`config.mk`:
```
export PLATFORM = sky130hd
export DESIGN_NAME = evt_flags
export DESIGN_NICKNAME = d
export VERILOG_FILES = /design/src/include/evt_flags_pkg.sv /design/src/verilog/evt_flags.sv
export SDC_FILE = /design/constraint.sdc
export NUM_CORES = 1
export LEC_CHECK = 0
export BUFFER_PORTS_ARGS = -buffer_cell sky130_fd_sc_hd__buf_2
export CAP_MARGIN = 25
export CORE_UTILIZATION = 55
export DETAILED_ROUTE_END_ITERATION = 10
export GPL_ROUTABILITY_DRIVEN = 0
export PLACE_DENSITY = 0.86
export SLEW_MARGIN = 0
export SYNTH_ARGS = -nofsm -noshare
export SYNTH_HDL_FRONTEND = slang
export SYNTH_SLANG_ARGS = --single-unit
```
`constraint.sdc`:
```
create_clock -name clk_i -period 2.01 [get_ports clk_i]
set_input_delay 0.3015 -clock clk_i [delete_from_list [all_inputs] [get_ports clk_i]]
set_output_delay 0.3015 -clock clk_i [all_outputs]
set_load 0.05 [all_outputs]
```
`src/include/evt_flags_pkg.sv`:
```
// Purpose: Constants for the event flag and power-good block
// Assumes: 8-bit registers on a byte-addressed internal register port
// Notes: Offsets are byte addresses of the serial control port map
package evt_flags_pkg;
   localparam logic [7:0] REGGOOD2_OFS = 8'h38;
   localparam logic [7:0] STS1_OFS = 8'h39;
   localparam logic [7:0] MSK1_OFS = 8'h3A;
   localparam logic [7:0] STS2_OFS = 8'h3B;
   localparam logic [7:0] MSK2_OFS = 8'h3C;
   localparam logic [7:0] STS1_RST = 8'h00;
   localparam logic [7:0] STS2_RST = 8'h00;
   localparam logic [7:0] MSK_RST = 8'hFF;
   localparam logic [1:0] REGGOOD2_RSVD = 2'h0;
   // Field positions in the first status register
   localparam int PIN1_FALL_BIT = 7;
   localparam int PIN1_RISE_BIT = 6;
   localparam int OVERTEMP_BIT = 5;
   localparam int HOLD_RISE_BIT = 4;
   localparam int LONG_PRESS_BIT = 3;
   localparam int BUTTON_BIT = 2;
   localparam int MONITOR_LOW_BIT = 1;
   localparam int HOLD_FALL_BIT = 0;
   localparam int NUM_GOOD = 6;
   localparam int NUM_PINS2 = 4;
endpackage : evt_flags_pkg

```
`src/verilog/evt_flags.sv`:
```
// Purpose: Sticky event flags, masks, interrupt request, power-good readback
// Assumes: Detector and comparator inputs are synchronous to clk_i
// Notes: Mask reset values come in from one-time-programmed defaults
// Function
// - Good bits 5..0 mirror regulators 10..5
// - Good bit meaningless while supply below 1V
// - Good register bits 7..6 read zero
// - Pin1 falling edge sets status bit 7
// - Pin1 rising edge sets status bit 6
// - Overtemp warning sets status bit 5
// - Hold pin rise bit 4, fall bit 0
// - Button long press sets bit 3
// - Button event sets bit 2
// - Monitor below threshold sets bit 1 immediately
// - Write one clears flag, zero keeps
// - First status resets to zero
// - Mask bit one masks same-position event
// - First mask resets to programmed defaults
// - Second status holds pin5..2 edge flags
// - Second status resets to zero
// - Second mask gates pin5..2 edges
`timescale 1ns/1ps
module evt_flags
(
   // Clock and reset
   input wire logic clk_i,
   input wire logic rst_b_i,
   // Programmed mask defaults, sampled after reset release
   input wire logic [7:0] mask1_otp_i,
   input wire logic [7:0] mask2_otp_i,
   // Register port
   input wire logic [7:0] addr_i,
   input wire logic wr_en_i,
   input wire logic [7:0] wr_data_i,
   output logic [7:0] rd_data_o,
   // Event sources
   input wire logic [5:1] pin_i,
   input wire logic overtemp_warn_i,
   input wire logic hold_pin_i,
   input wire logic button_pin_n_i,
   input wire logic button_long_press_i,
   input wire logic supply_monitor_below_i,
   // Regulator power-good comparators, bit 0 = regulator 5
   input wire logic [5:0] reg_good_i,
   input wire logic [5:0] reg_supply_low_i,
   // Outputs
   output logic [1:0] supply_monitor_threshold_sel_o,
   output logic [5:0] reg_good_valid_o,
   output logic irq_o
);
   logic [7:0] sts1_reg;
   logic [7:0] sts2_reg;
   logic [7:0] msk1_reg;
   logic [7:0] msk2_reg;
   logic [5:0] good_reg;
   logic [5:1] pin_q;
   logic hold_q;
   logic button_n_q;
   logic monitor_q;
   logic otp_loaded;
   logic [7:0] set1;
   logic [7:0] set2;
   logic wr_sts1;
   logic wr_sts2;
   logic [7:0] clr1;
   logic [7:0] clr2;
   logic [7:0] good_word;

   // ---------------------------------------------------------------
   // Edge detection
   // ---------------------------------------------------------------
   always_ff @(posedge clk_i or negedge rst_b_i)
   begin
      if (!rst_b_i)
      begin
         pin_q <= 5'h00;
         hold_q <= 1'b0;
         button_n_q <= 1'b1;
         monitor_q <= 1'b0;
      end
      else
      begin
         pin_q <= pin_i;
         hold_q <= hold_pin_i;
         button_n_q <= button_pin_n_i;
         monitor_q <= supply_monitor_below_i;
      end
   end

   always_comb
   begin
      set1 = 8'h00;
      // Pin and hold levels held through reset are no edges, so the first edge only primes
      set1[evt_flags_pkg::PIN1_FALL_BIT] = otp_loaded & pin_q[1] & ~pin_i[1];
      set1[evt_flags_pkg::PIN1_RISE_BIT] = otp_loaded & ~pin_q[1] & pin_i[1];
      set1[evt_flags_pkg::OVERTEMP_BIT] = overtemp_warn_i;
      set1[evt_flags_pkg::HOLD_RISE_BIT] = otp_loaded & ~hold_q & hold_pin_i;
      set1[evt_flags_pkg::HOLD_FALL_BIT] = otp_loaded & hold_q & ~hold_pin_i;
      set1[evt_flags_pkg::LONG_PRESS_BIT] = button_long_press_i;
      // Press is the falling edge of the active-low button
      set1[evt_flags_pkg::BUTTON_BIT] = button_n_q & ~button_pin_n_i;
      // Entering low supply sets at once, no filter
      set1[evt_flags_pkg::MONITOR_LOW_BIT] = ~monitor_q & supply_monitor_below_i;
   end

   // Pin n falling at bit 2n-3, rising at bit 2n-4
   always_comb
   begin
      set2 = 8'h00;
      for (int p = 0; p < evt_flags_pkg::NUM_PINS2; p++)
      begin
         set2[2*p+1] = otp_loaded & pin_q[p+2] & ~pin_i[p+2];
         set2[2*p] = otp_loaded & ~pin_q[p+2] & pin_i[p+2];
      end
   end

   AST_PIN1_FALL: assert property (@(posedge clk_i) disable iff (!rst_b_i)
      (otp_loaded && pin_q[1] && !pin_i[1]) |=> sts1_reg[7])
      else $error("pin1 fall not flagged");
   AST_PIN1_RISE: assert property (@(posedge clk_i) disable iff (!rst_b_i)
      (otp_loaded && !pin_q[1] && pin_i[1]) |=> sts1_reg[6])
      else $error("pin1 rise not flagged");
   AST_HOLD_RISE: assert property (@(posedge clk_i) disable iff (!rst_b_i)
      (otp_loaded && !hold_q && hold_pin_i) |=> sts1_reg[4])
      else $error("hold rise not flagged");
   AST_HOLD_FALL: assert property (@(posedge clk_i) disable iff (!rst_b_i)
      (otp_loaded && hold_q && !hold_pin_i) |=> sts1_reg[0])
      else $error("hold fall not flagged");
   AST_OVERTEMP: assert property (@(posedge clk_i) disable iff (!rst_b_i)
      overtemp_warn_i |=> sts1_reg[5])
      else $error("overtemp not flagged");
   AST_LONG_PRESS: assert property (@(posedge clk_i) disable iff (!rst_b_i)
      button_long_press_i |=> sts1_reg[3])
      else $error("long press not flagged");
   AST_BUTTON: assert property (@(posedge clk_i) disable iff (!rst_b_i)
      (button_n_q && !button_pin_n_i) |=> sts1_reg[2])
      else $error("button press not flagged");
   AST_MONITOR: assert property (@(posedge clk_i) disable iff (!rst_b_i)
      $rose(supply_monitor_below_i) |=> sts1_reg[1])
      else $error("monitor low not flagged");
   AST_PIN5_RISE: assert property (@(posedge clk_i) disable iff (!rst_b_i)
      (otp_loaded && !pin_q[5] && pin_i[5]) |=> sts2_reg[6])
      else $error("pin5 rise not flagged");
   AST_PIN2_FALL: assert property (@(posedge clk_i) disable iff (!rst_b_i)
      (otp_loaded && pin_q[2] && !pin_i[2]) |=> sts2_reg[1])
      else $error("pin2 fall not flagged");

   // ---------------------------------------------------------------
   // Status registers
   // ---------------------------------------------------------------
   assign wr_sts1 = wr_en_i && (addr_i == evt_flags_pkg::STS1_OFS);
   assign wr_sts2 = wr_en_i && (addr_i == evt_flags_pkg::STS2_OFS);
   assign clr1 = wr_sts1 ? wr_data_i : 8'h00;
   assign clr2 = wr_sts2 ? wr_data_i : 8'h00;

   // Set wins over a clear in the same cycle so no event is lost
   always_ff @(posedge clk_i or negedge rst_b_i)
   begin
      if (!rst_b_i)
      begin
         sts1_reg <= evt_flags_pkg::STS1_RST;
      end
      else
      begin
         sts1_reg <= (sts1_reg & ~clr1) | set1;
      end
   end

   always_ff @(posedge clk_i or negedge rst_b_i)
   begin
      if (!rst_b_i)
      begin
         sts2_reg <= evt_flags_pkg::STS2_RST;
      end
      else
      begin
         sts2_reg <= (sts2_reg & ~clr2) | set2;
      end
   end

   AST_STICKY: assert property (@(posedge clk_i) disable iff (!rst_b_i)
      (sts1_reg[5] && !(wr_sts1 && wr_data_i[5])) |=> sts1_reg[5])
      else $error("flag lost without clear");
   AST_CLEAR: assert property (@(posedge clk_i) disable iff (!rst_b_i)
      (wr_sts1 && wr_data_i[2] && !set1[2]) |=> !sts1_reg[2])
      else $error("write one did not clear");
   AST_CLEAR2: assert property (@(posedge clk_i) disable iff (!rst_b_i)
      (wr_sts2 && wr_data_i[0] && !set2[0]) |=> !sts2_reg[0])
      else $error("second status write one did not clear");
   AST_SET_WINS: assert property (@(posedge clk_i) disable iff (!rst_b_i)
      (wr_sts1 && ((wr_data_i & set1) != 8'h00)) |=> ((sts1_reg & $past(set1)) == $past(set1)))
      else $error("event lost to clear");
   AST_PRIME: assert property (@(posedge clk_i) disable iff (!rst_b_i)
      !otp_loaded |=> (sts2_reg == 8'h00))
      else $error("false edge after reset");

   // ---------------------------------------------------------------
   // Mask registers
   // ---------------------------------------------------------------
   // Defaults cannot be loaded under async reset, so take them once after
   always_ff @(posedge clk_i or negedge rst_b_i)
   begin
      if (!rst_b_i)
      begin
         otp_loaded <= 1'b0;
         msk1_reg <= evt_flags_pkg::MSK_RST;
         msk2_reg <= evt_flags_pkg::MSK_RST;
      end
      else if (!otp_loaded)
      begin
         otp_loaded <= 1'b1;
         msk1_reg <= mask1_otp_i;
         msk2_reg <= mask2_otp_i;
      end
      else if (wr_en_i)
      begin
         if (addr_i == evt_flags_pkg::MSK1_OFS)
         begin
            msk1_reg <= wr_data_i;
         end
         if (addr_i == evt_flags_pkg::MSK2_OFS)
         begin
            msk2_reg <= wr_data_i;
         end
      end
   end

   AST_OTP_LOAD: assert property (@(posedge clk_i) disable iff (!rst_b_i)
      !otp_loaded |=> (msk1_reg == $past(mask1_otp_i)))
      else $error("mask defaults not loaded");
   AST_MASK2_WRITE: assert property (@(posedge clk_i) disable iff (!rst_b_i)
      (otp_loaded && wr_en_i && (addr_i == evt_flags_pkg::MSK2_OFS))
      |=> (msk2_reg == $past(wr_data_i)))
      else $error("second mask write lost");

   // ---------------------------------------------------------------
   // Power-good mirror and monitor threshold
   // ---------------------------------------------------------------
   always_ff @(posedge clk_i or negedge rst_b_i)
   begin
      if (!rst_b_i)
      begin
         good_reg <= 6'h00;
         reg_good_valid_o <= 6'h00;
      end
      else
      begin
         good_reg <= reg_good_i;
         // Flag bits whose value is meaningful for software
         reg_good_valid_o <= ~reg_supply_low_i;
      end
   end

   AST_GOOD_MIRROR: assert property (@(posedge clk_i) disable iff (!rst_b_i)
      1'b1 |=> good_reg == $past(reg_good_i))
      else $error("good mirror wrong");
   AST_VALID: assert property (@(posedge clk_i) disable iff (!rst_b_i)
      1'b1 |=> (reg_good_valid_o == ~$past(reg_supply_low_i)))
      else $error("good validity wrong");

   // Threshold select lives in a register outside this block's map
   assign supply_monitor_threshold_sel_o = 2'h0;

   // ---------------------------------------------------------------
   // Readback and interrupt
   // ---------------------------------------------------------------
   // Reserved upper bits are wired to zero, never stored
   assign good_word = {evt_flags_pkg::REGGOOD2_RSVD, good_reg};

   always_ff @(posedge clk_i or negedge rst_b_i)
   begin
      if (!rst_b_i)
      begin
         rd_data_o <= 8'h00;
      end
      else
      begin
         case (addr_i)
            evt_flags_pkg::REGGOOD2_OFS: rd_data_o <= good_word;
            evt_flags_pkg::STS1_OFS: rd_data_o <= sts1_reg;
            evt_flags_pkg::MSK1_OFS: rd_data_o <= msk1_reg;
            evt_flags_pkg::STS2_OFS: rd_data_o <= sts2_reg;
            evt_flags_pkg::MSK2_OFS: rd_data_o <= msk2_reg;
            default: rd_data_o <= 8'h00;
         endcase
      end
   end

   assign irq_o = (|(sts1_reg & ~msk1_reg)) | (|(sts2_reg & ~msk2_reg));

   AST_RSVD_ZERO: assert property (@(posedge clk_i) disable iff (!rst_b_i)
      (addr_i == evt_flags_pkg::REGGOOD2_OFS) |=> rd_data_o[7:6] == 2'h0)
      else $error("reserved bits nonzero");
   AST_IRQ: assert property (@(posedge clk_i) disable iff (!rst_b_i)
      ((sts2_reg & ~msk2_reg) != 8'h00) |-> irq_o)
      else $error("irq missing");
   AST_IRQ_ONE: assert property (@(posedge clk_i) disable iff (!rst_b_i)
      ((sts1_reg & ~msk1_reg) != 8'h00) |-> irq_o)
      else $error("irq missing for first status");
   AST_IRQ_QUIET: assert property (@(posedge clk_i) disable iff (!rst_b_i)
      (((sts1_reg & ~msk1_reg) | (sts2_reg & ~msk2_reg)) == 8'h00) |-> !irq_o)
      else $error("irq without unmasked flag");
endmodule : evt_flags

```
[Yosys cells after proc, flatten, opt, wreduce, memory -nomap -nowiden]
Cells that the tools add are included.
W data, S select, Z words.
Cells by class
  equal/unequal tests: 8
  mux-type cells: 9
  bitwise logic cells: 52
  reduce and logical (&&, ||, !) cells: 6
Operators by type and width (number)
  $mux W8: 8
  $eq A8 B6 Y1 const B: 5
  $pmux W8 S5: 1
  $and A8 B8 Y8: 4
  $not A8 Y8: 4
  $and A1 B1 Y1: 26
  $or A8 B8 Y8: 2
  $reduce_or A8 Y1: 2
  $not A1 Y1: 14
  $not A6 Y6: 1
  $ne A2 B1 Y1 const B: 2
  $reduce_and A2 Y1: 2
  $logic_and A1 B1 Y1: 2
  $ne A2 B2 Y1 const B: 1
  $or A1 B1 Y1: 1
Storage, ports and cells
  register bits after elaboration: 61
  bits of input ports: 57
  output and inout bits: 17
  word-level logic and storage cells: 87

[Longest topological paths before layout]
Gate-level depths: netlist of the first run.
  word-level depth: 6
  depth in mapped cells: 6
  gate-level depth less buffers: 3

[Worst setup path before layout of the first run]
Ideal clock, no wire load.
  path type: register -> output
  start: register msk2_reg[7]
  end: output port irq_o
  data arrival time: 1451 ps
  data required time: 1709 ps
  setup slack: 258 ps
  stages on the path, launching flop included: 4
  buffers on the path: 0
  cells stage by stage: dfstp_2 -> nor2b_1 -> a2111oi_0 -> nand4_1
On the way
  longest elaborated chain between the ends: 4
RTL lines
  start: declaration: line evt_flags.sv:54  | logic [7:0] msk2_reg;
  start signal: assignment: line evt_flags.sv:207  | msk2_reg <= evt_flags_pkg::MSK_RST;
  start signal: assignment: line evt_flags.sv:213  | msk2_reg <= mask2_otp_i;
  start signal: assignment: line evt_flags.sv:223  | msk2_reg <= wr_data_i;
  $not A8 Y8: line evt_flags.sv:289  | assign irq_o = (|(sts1_reg & ~msk1_reg)) | (|(sts2_reg & ~msk2_reg));
  $and A8 B8 Y8: line evt_flags.sv:289
  $reduce_or A8 Y1: line evt_flags.sv:289
  $or A1 B1 Y1: line evt_flags.sv:289
  end: declaration: line evt_flags.sv:49  | output logic irq_o
Every way passes these cells.

[Worst setup path after layout of the first run]
  start: register msk1_reg[4]
  end: output port irq_o
On the way
  longest elaborated chain between the ends: 4
RTL lines
  start: declaration: line evt_flags.sv:53  | logic [7:0] msk1_reg;
  start signal: assignment: line evt_flags.sv:206  | msk1_reg <= evt_flags_pkg::MSK_RST;
  start signal: assignment: line evt_flags.sv:212  | msk1_reg <= mask1_otp_i;
  start signal: assignment: line evt_flags.sv:219  | msk1_reg <= wr_data_i;
  $not A8 Y8: line evt_flags.sv:289
  $and A8 B8 Y8: line evt_flags.sv:289
  $reduce_or A8 Y1: line evt_flags.sv:289
  $or A1 B1 Y1: line evt_flags.sv:289
Every way passes these cells.

==> summary.txt, run 1 <==
Placement
  • PortBufs: 71
  • Post-place instance area: 3480 um2
  • Hpwl dp: ~5600 um
  • Placed Cells: about 430

Floorplanning
  • Die Ht: between 70 and 80 um
  • # rows: 26
  • Initial core utilization: 58.7%
  • Core Area: 5240 um2
  • Die area: about 6000 um2
  • Die Span X: ~77 um
  • Ports: 74

Setup path
  • Critical path fanouts, max: 2
  • Worst path cell trace: nor2b_1 -> a2111oi_1 -> nand4_1 -> buf_6
  • Worst path slowest cell: dfstp_2
  • Critical path class: reg2out
  • Worst Path Required: 1710 ps
  • Critical Path Max Stage Delay: 540 ps
  • WP data arrival: around 1700 ps
  • Crit path capture type: output pin
  • CP Launch Type: flop

Yosys
  • Library cells used by synthesis: 39
  • Synthesized cell area: about 3100 um2
  • Count leader, synth: dfrtp_1
  • Mean Syn Cell Area: 9.98 um2
  • Cell taking the most area after synthesis: dfrtp_1
  • Sequential fraction of the synthesis area: 50.3%
  • Register bit total from synthesis: between 60 and 70
  • Largest cells by area after synthesis: dfrtp_1 (36%), dfstp_2 (15%), nand4_1 (6.3%), and3b_1 (4.0%), o31ai_1 (3.9%)
  • Share of the synthesized area in the top cell type: 35.8%
  • Cells after synthesis: between 300 and 400
  • Ys Warns: 0
  • Ys async rst share: 100%
  • Top cells by count, synth: dfrtp_1 (44), nand4_1 (31), inv_1 (21)
  • Top FF cell, synth: dfrtp_1
  • Post-synth EDFFs: 0

Hold path
  • Min-delay worst type: in2reg

Clocking
  • Clk sinks: 61
  • Htree depth: 3
  • Clock Path Buffers: 2
  • Total CTS buffers: 9
  • Clock Latency Late Sink: ~350 ps
  • Worst-path clk slew: 70 ps
  • CTS tree: done
  • Root Driver: clkbuf_8

Timing
  • Min Hold Slack: about 64 ps
  • RSZ-0062 raised after global routing: true
  • Final setup viols: 0
  • F_max: 508 MHz
  • Tmin final: roughly 2000 ps
  • Period utilisation layout: a little over nine tenths
  • Least-Margin Pin Slew: 572 ps
  • Max-slew violations: 0
  • Relative slew margins: roughly three fifths
  • Hold Fails Final Rpt: 0
  • Clk_skew: approximately 10 ps

Final layout
  • Layout cell share with drive strength beyond 1: about a third
  • Area grow syn2layout: 23.3%
  • Ant diodes: 0
  • Post-route cell area: between 3000 and 4000 um2
  • Final core utilization: between 70 and 80%
  • Fill count: 395
  • Layout Cells excl Fill: approximately 450
  • Nets: 430

Routing
  • Detailed router's first-iteration violation count: around 230
  • Post-DR wirelength/cell: between 15 and 20 um
  • ANT nets after route: 0
  • Via Count: 2683
  • Routed WL: 7760 um
  • Vias/cell: approximately 6
  • First-pass DRT Iterations: 4
  • DR DRC count: 0

Status
  • Status: completed

Run
  • Max cap viols: 0

Global route
  • Largest net degree at the start of global routing: slightly above 60
  • Vias in the first global route: approximately 2700
  • First-pass GRT wire length: between 10000 and 15000 um
  • Initial antenna violation count: 0
  • Gr usage total: just under 30%
  • Grt ovf: 0

Power
  • Pwr dens: 790 nW/um2
  • Total power: between 0.002 and 0.003 W
  • Maximum VDD drop: slightly above 0.6 mV
  • Pleak: between 1.5 and 2 nW
-- cell families after synthesis --
| group | count (synthesis) | share of synthesized area, % |
|---|---|---|
| AO/OA/AOI/OAI | 66 | 15.9 |
| buffers and inverters | 52 | 6.80 |
| other | 2 | 0.244 |
| multiplexers | 8 | 2.85 |
| flip-flops | 61 | 50.3 |
| AND/OR/NAND/NOR | 119 | 23.9 |
-- layout make-up --
type	count	area, um2	area share [%]
Timing Repair Buffer	84	474	12.5
Multi-Input combinational cell	196	1370	36.0
Inverter	21	78.8	2.08
Sequential cell	61	1550	40.8
Clock buffer	13	169	4.46
Tap cell	70	87.6	2.31
Clock inverter	3	67.6	1.78
-- final timing paths --
check,endpoint,cells past startpoint,start,slack [ps]
max,irq_o,4,msk1_reg[4]$_DFFE_PN1P_,40
min,button_n_q$_DFF_PN1_,1,button_pin_n_i,60
max reg2reg,rd_data_o[2]$_DFF_PN0_,4,msk1_reg[2]$_DFFE_PN1P_,950
min reg2reg,sts1_reg[1]$_DFF_PN0_,1,monitor_q$_DFF_PN0_,420
max in group asynchronous,msk1_reg[6]$_DFFE_PN1P_,3,rst_b_i,1200
min in group asynchronous,pin_q[2]$_DFF_PN0_,3,rst_b_i,480
-- critical path: cells and delay by family (launching register included) --
| family | cells | cell delay, ps |
|---|---|---|
| buf+inv | 1 | 200 |
| flops | 1 | 540 |
| simple gates | 2 | 230 |
| compound gates | 1 | 350 |
-- power breakdown --
group          internal, W  leakage, nW  total (W)  switching [W]
Sequential         0.00131        0.664    0.00135      0.0000386
Combinational     0.000148        0.898   0.000383       0.000236
Clock             0.000800        0.116    0.00127       0.000467
-- stage by stage --
step | TNS (ps) | worst slack (ps)
finish | 0 | 43.2
global route | -52.4 | -52.4
CTS | -18.8 | -18.8
detailed placement | 0 | 162
global placement | 0 | 232
floorplan | 0 | 258
-- cells in the final DEF, fill, tap and decap left out, drive strengths merged, types with 14 or more instances in the layout --
master and n:
dfrtp 44, nor2b 19, o31ai 16, nand4 31, dfstp 17, inv 21, buf 83, nor2 16
and3b 14, a31oi 16
-- metal layers --
metal / wire [um] / track usage [%] / vias up
li1: - / - / 1261
met1: 3240 / 39.3 / 1281
met2: 3670 / 42.7 / 119
met3: 643 / 9.40 / 22
met4: 208 / 11.7 / 0
met5: 0 / 0 / -
-- what timing repair did --
action / in CTS / in global routing
setup buffers: 2 / 0
endpoints found under the hold margin: 44 / 0
endpoints found under the setup margin: 1 / 1
resized for setup: 8 / 4
hold buffers: 1 / 0
pin swaps: 3 / 2
Power figures use the tool's default switching activity.
==> run 2, diff against run 1 <==
--- a/config.mk
+++ b/config.mk
@@ -10,7 +10,7 @@
 export CORE_UTILIZATION = 55
 export DETAILED_ROUTE_END_ITERATION = 10
 export GPL_ROUTABILITY_DRIVEN = 0
-export PLACE_DENSITY = 0.86
+export PLACE_DENSITY = 0.82
 export SLEW_MARGIN = 0
 export SYNTH_ARGS = -nofsm -noshare
 export SYNTH_HDL_FRONTEND = slang
==> run 2 against run 1 <==
  * Core utilization is 0.17 points lower
  * Register-to-register slack got worse by 30 ps
  * Via count rose by 4.0%
  * Largest power group unchanged
  * Clock skew is 3.7 ps lower
  * Global-route usage grew 0.84 points
  * Clock power decreased by 25%
  * Largest cell class unchanged
==> summary.txt, run 2 (synthesis results as in run 1) <==
Setup path
  • Worst reg2reg startpoint: msk2_reg[1]$_DFFE_PN1P_
  • Critical path fanouts, max: 3
  • Worst path slowest cell: dfstp_2
  • R2R Path End: rd_data_o[1]$_DFF_PN0_
  • Crit path launch: msk2_reg[3]$_DFFE_PN1P_
  • WP data arrival: about 1700 ps
  • Reg-to-reg setup timing slack: 920 ps
  • Crit path capture type: output pin
  • Worst Path Required: between 1500 and 2000 ps
  • Critical Path Max Stage Delay: 570 ps
  • Crit path capture: irq_o
  • Reg2reg path depth: 4
  • Critical path class: reg2out
  • Worst path cell trace: nor2b_4 -> a2111oi_4 -> nand4_1 -> buf_6
  • CP Launch Type: flop

Power
  • Int Pwr: a little under 0.002 W
  • Maximum VDD drop: between 0.5 and 0.6 mV
  • Part of the power in the clock network: between 30% and 40%
  • Pwr dens: a little over 700 nW/um2
  • Net Switching: about 0.00074 W
  • Sequential Power Share: approximately half
  • Comb power frac: about 15%
  • Net Sw Frac: 27.5%
  • Pleak: about 1.7 nW

Routing
  • First-pass DRT Iterations: 5
  • ANT nets after route: 0
  • DR DRC count: 0
  • Vias/cell: between 6 and 7
  • Detailed router's first-iteration violation count: about 180
  • Post-DR wirelength/cell: ~18 um
  • Via Count: approximately 2800
  • Routed WL: a little over 8000 um

Placement
  • PortBufs: 71
  • Placed Cells: 431
  • Hpwl dp: around 5800 um
  • Pre-CTS WS: around 200 ps

Clocking
  • Clk sinks: 61
  • Htree depth: 3
  • Clock Path Buffers: 2
  • CTS tree: done
  • Total CTS buffers: 9
  • Worst-path clk slew: roughly 60 ps
  • Clock Latency Late Sink: ~350 ps
  • Root Driver: clkbuf_8

Final layout
  • Most frequent cells in the layout: buf_2 (70), dfrtp_1 (44), nand4_1 (31), inv_1 (21), dfstp_2 (17)
  • Area grow syn2layout: 23.0%
  • Nets: 433
  • Final core utilization: 72.2%
  • Ant diodes: 0
  • Most common cell after layout, fill and taps aside: buf_2
  • Layout Cells excl Fill: ~450
  • Layout cell share with drive strength beyond 1: approximately 35%

Global route
  • Vias in the first global route: 2641
  • Gr usage total: a little under 30%
  • First-pass GRT wire length: approximately 13000 um
  • Largest net degree at the start of global routing: 35
  • Grt ovf: 0
  • Initial antenna violation count: 0

Timing
  • Slack of the critical path: between 9 and 10 ps
  • Tmin final: around 2000 ps
  • F_max: between 400 and 500 MHz
  • Hold Fails Final Rpt: 0
  • Clk_skew: 6.73 ps
  • Least-Margin Pin Slew: between 600 and 700 ps
  • Final setup viols: 0
  • Relative slew margins: 56.9%
  • Period utilisation layout: between 90 and 100%
  • RSZ-0062 raised after global routing: true
  • Max-slew violations: 0
  • Min Hold Slack: between 40 and 50 ps
  • Setup_tns: 0 ps

Run
  • Max cap viols: 0

Floorplanning
  • Ports: 74
  • Initial core utilization: 58.7%
  • Core Area: roughly 5200 um2
  • # rows: 26
  • Die Ht: around 77 um
  • Die area: between 5000 and 6000 um2
  • Die Span X: around 77 um

Status
  • Status: completed

Hold path
  • Min-delay worst type: in2reg
==> run 2: cell count changes in the layout (fill, tap and decap cells not counted) <==
cell        previous run  this run
buf_4                 11        14
a2111oi_4              1         3
bufinv_16              2         0
clkinv_2               0         2
nor2b_1               17        15
a2111oi_1              1         0
a2111oi_2              2         1
clkbuf_8              12        11
clkinvlp_4             1         0
nor2b_2                2         3
nor2b_4                0         1
==> run 2: area by class of cell <==
class	count	area, um2
Multi-Input combinational cell	196	1410
Clock buffer	12	155
Fill cell	430	1460
Timing Repair Buffer	87	497
Tap cell	70	87.6
Sequential cell	61	1550
Inverter	21	78.8
Clock inverter	2	10.0
==> run 2: metrics by stage <==
| step | power, W | cell area, um2 |
|---|---|---|
| 2_1_floorplan | 0.00156 | 3080 |
| 3_3_place_gp | 0.00171 | 3500 |
| 3_5_place_dp | 0.00172 | 3500 |
| 4_1_cts | 0.00268 | 3720 |
| 5_1_grt | 0.00281 | 3780 |
| 6_report | 0.00270 | 3780 |
==> run 2: repair_timing <==
| item | 4_1_cts | 5_1_grt |
|---|---|---|
| setup buffers | 2 | 1 |
| hold endpoints to repair | 23 | 0 |
| pin swaps | 3 | 4 |
| cloned | 0 | 0 |
| setup endpoints to repair | 1 | 1 |
| resized for setup | 10 | 8 |
| hold buffers | 1 | 0 |
==> run 2: critical path: cells and delay by family (launching register included) <==
kind                   cells  cell delay [ps]
AOI/OAI and AO/OA          1              330
buffers and inverters      1              200
DFF                        1              570
and+or+nand+nor            2              250
==> run 2: how the worst min path moves through the flow <==
stage | end | startpoint | cells after the start
2_1_floorplan | good_reg[0]$_DFF_PN0_ | rst_b_i | 0
3_3_place_gp | pin_q[4]$_DFF_PN0_ | rst_b_i | 1
3_5_place_dp | pin_q[4]$_DFF_PN0_ | rst_b_i | 1
4_1_cts | button_n_q$_DFF_PN1_ | button_pin_n_i | 1
5_1_grt | button_n_q$_DFF_PN1_ | button_pin_n_i | 1
6_report | button_n_q$_DFF_PN1_ | button_pin_n_i | 1
==> run 2: power by group through the flow <==
stage	combinational, W	clock (W)	sequential (W)
final	0.000406	0.000951	0.00135
after global placement	0.000352	0	0.00136
after global routing	0.000439	0.00102	0.00135
after floorplan	0.000183	0	0.00138
after CTS	0.000379	0.000959	0.00134
after detailed placement	0.000359	0	0.00136
==> run 2: routing by layer <==
metal | up-vias | wire length (um) | global-route usage, %
li1 | 1273 | - | -
met1 | 1319 | 3410 | 38.6
met2 | 160 | 3710 | 45.7
met3 | 39 | 708 | 10.4
met4 | 0 | 314 | 11.5
met5 | - | 0 | 0
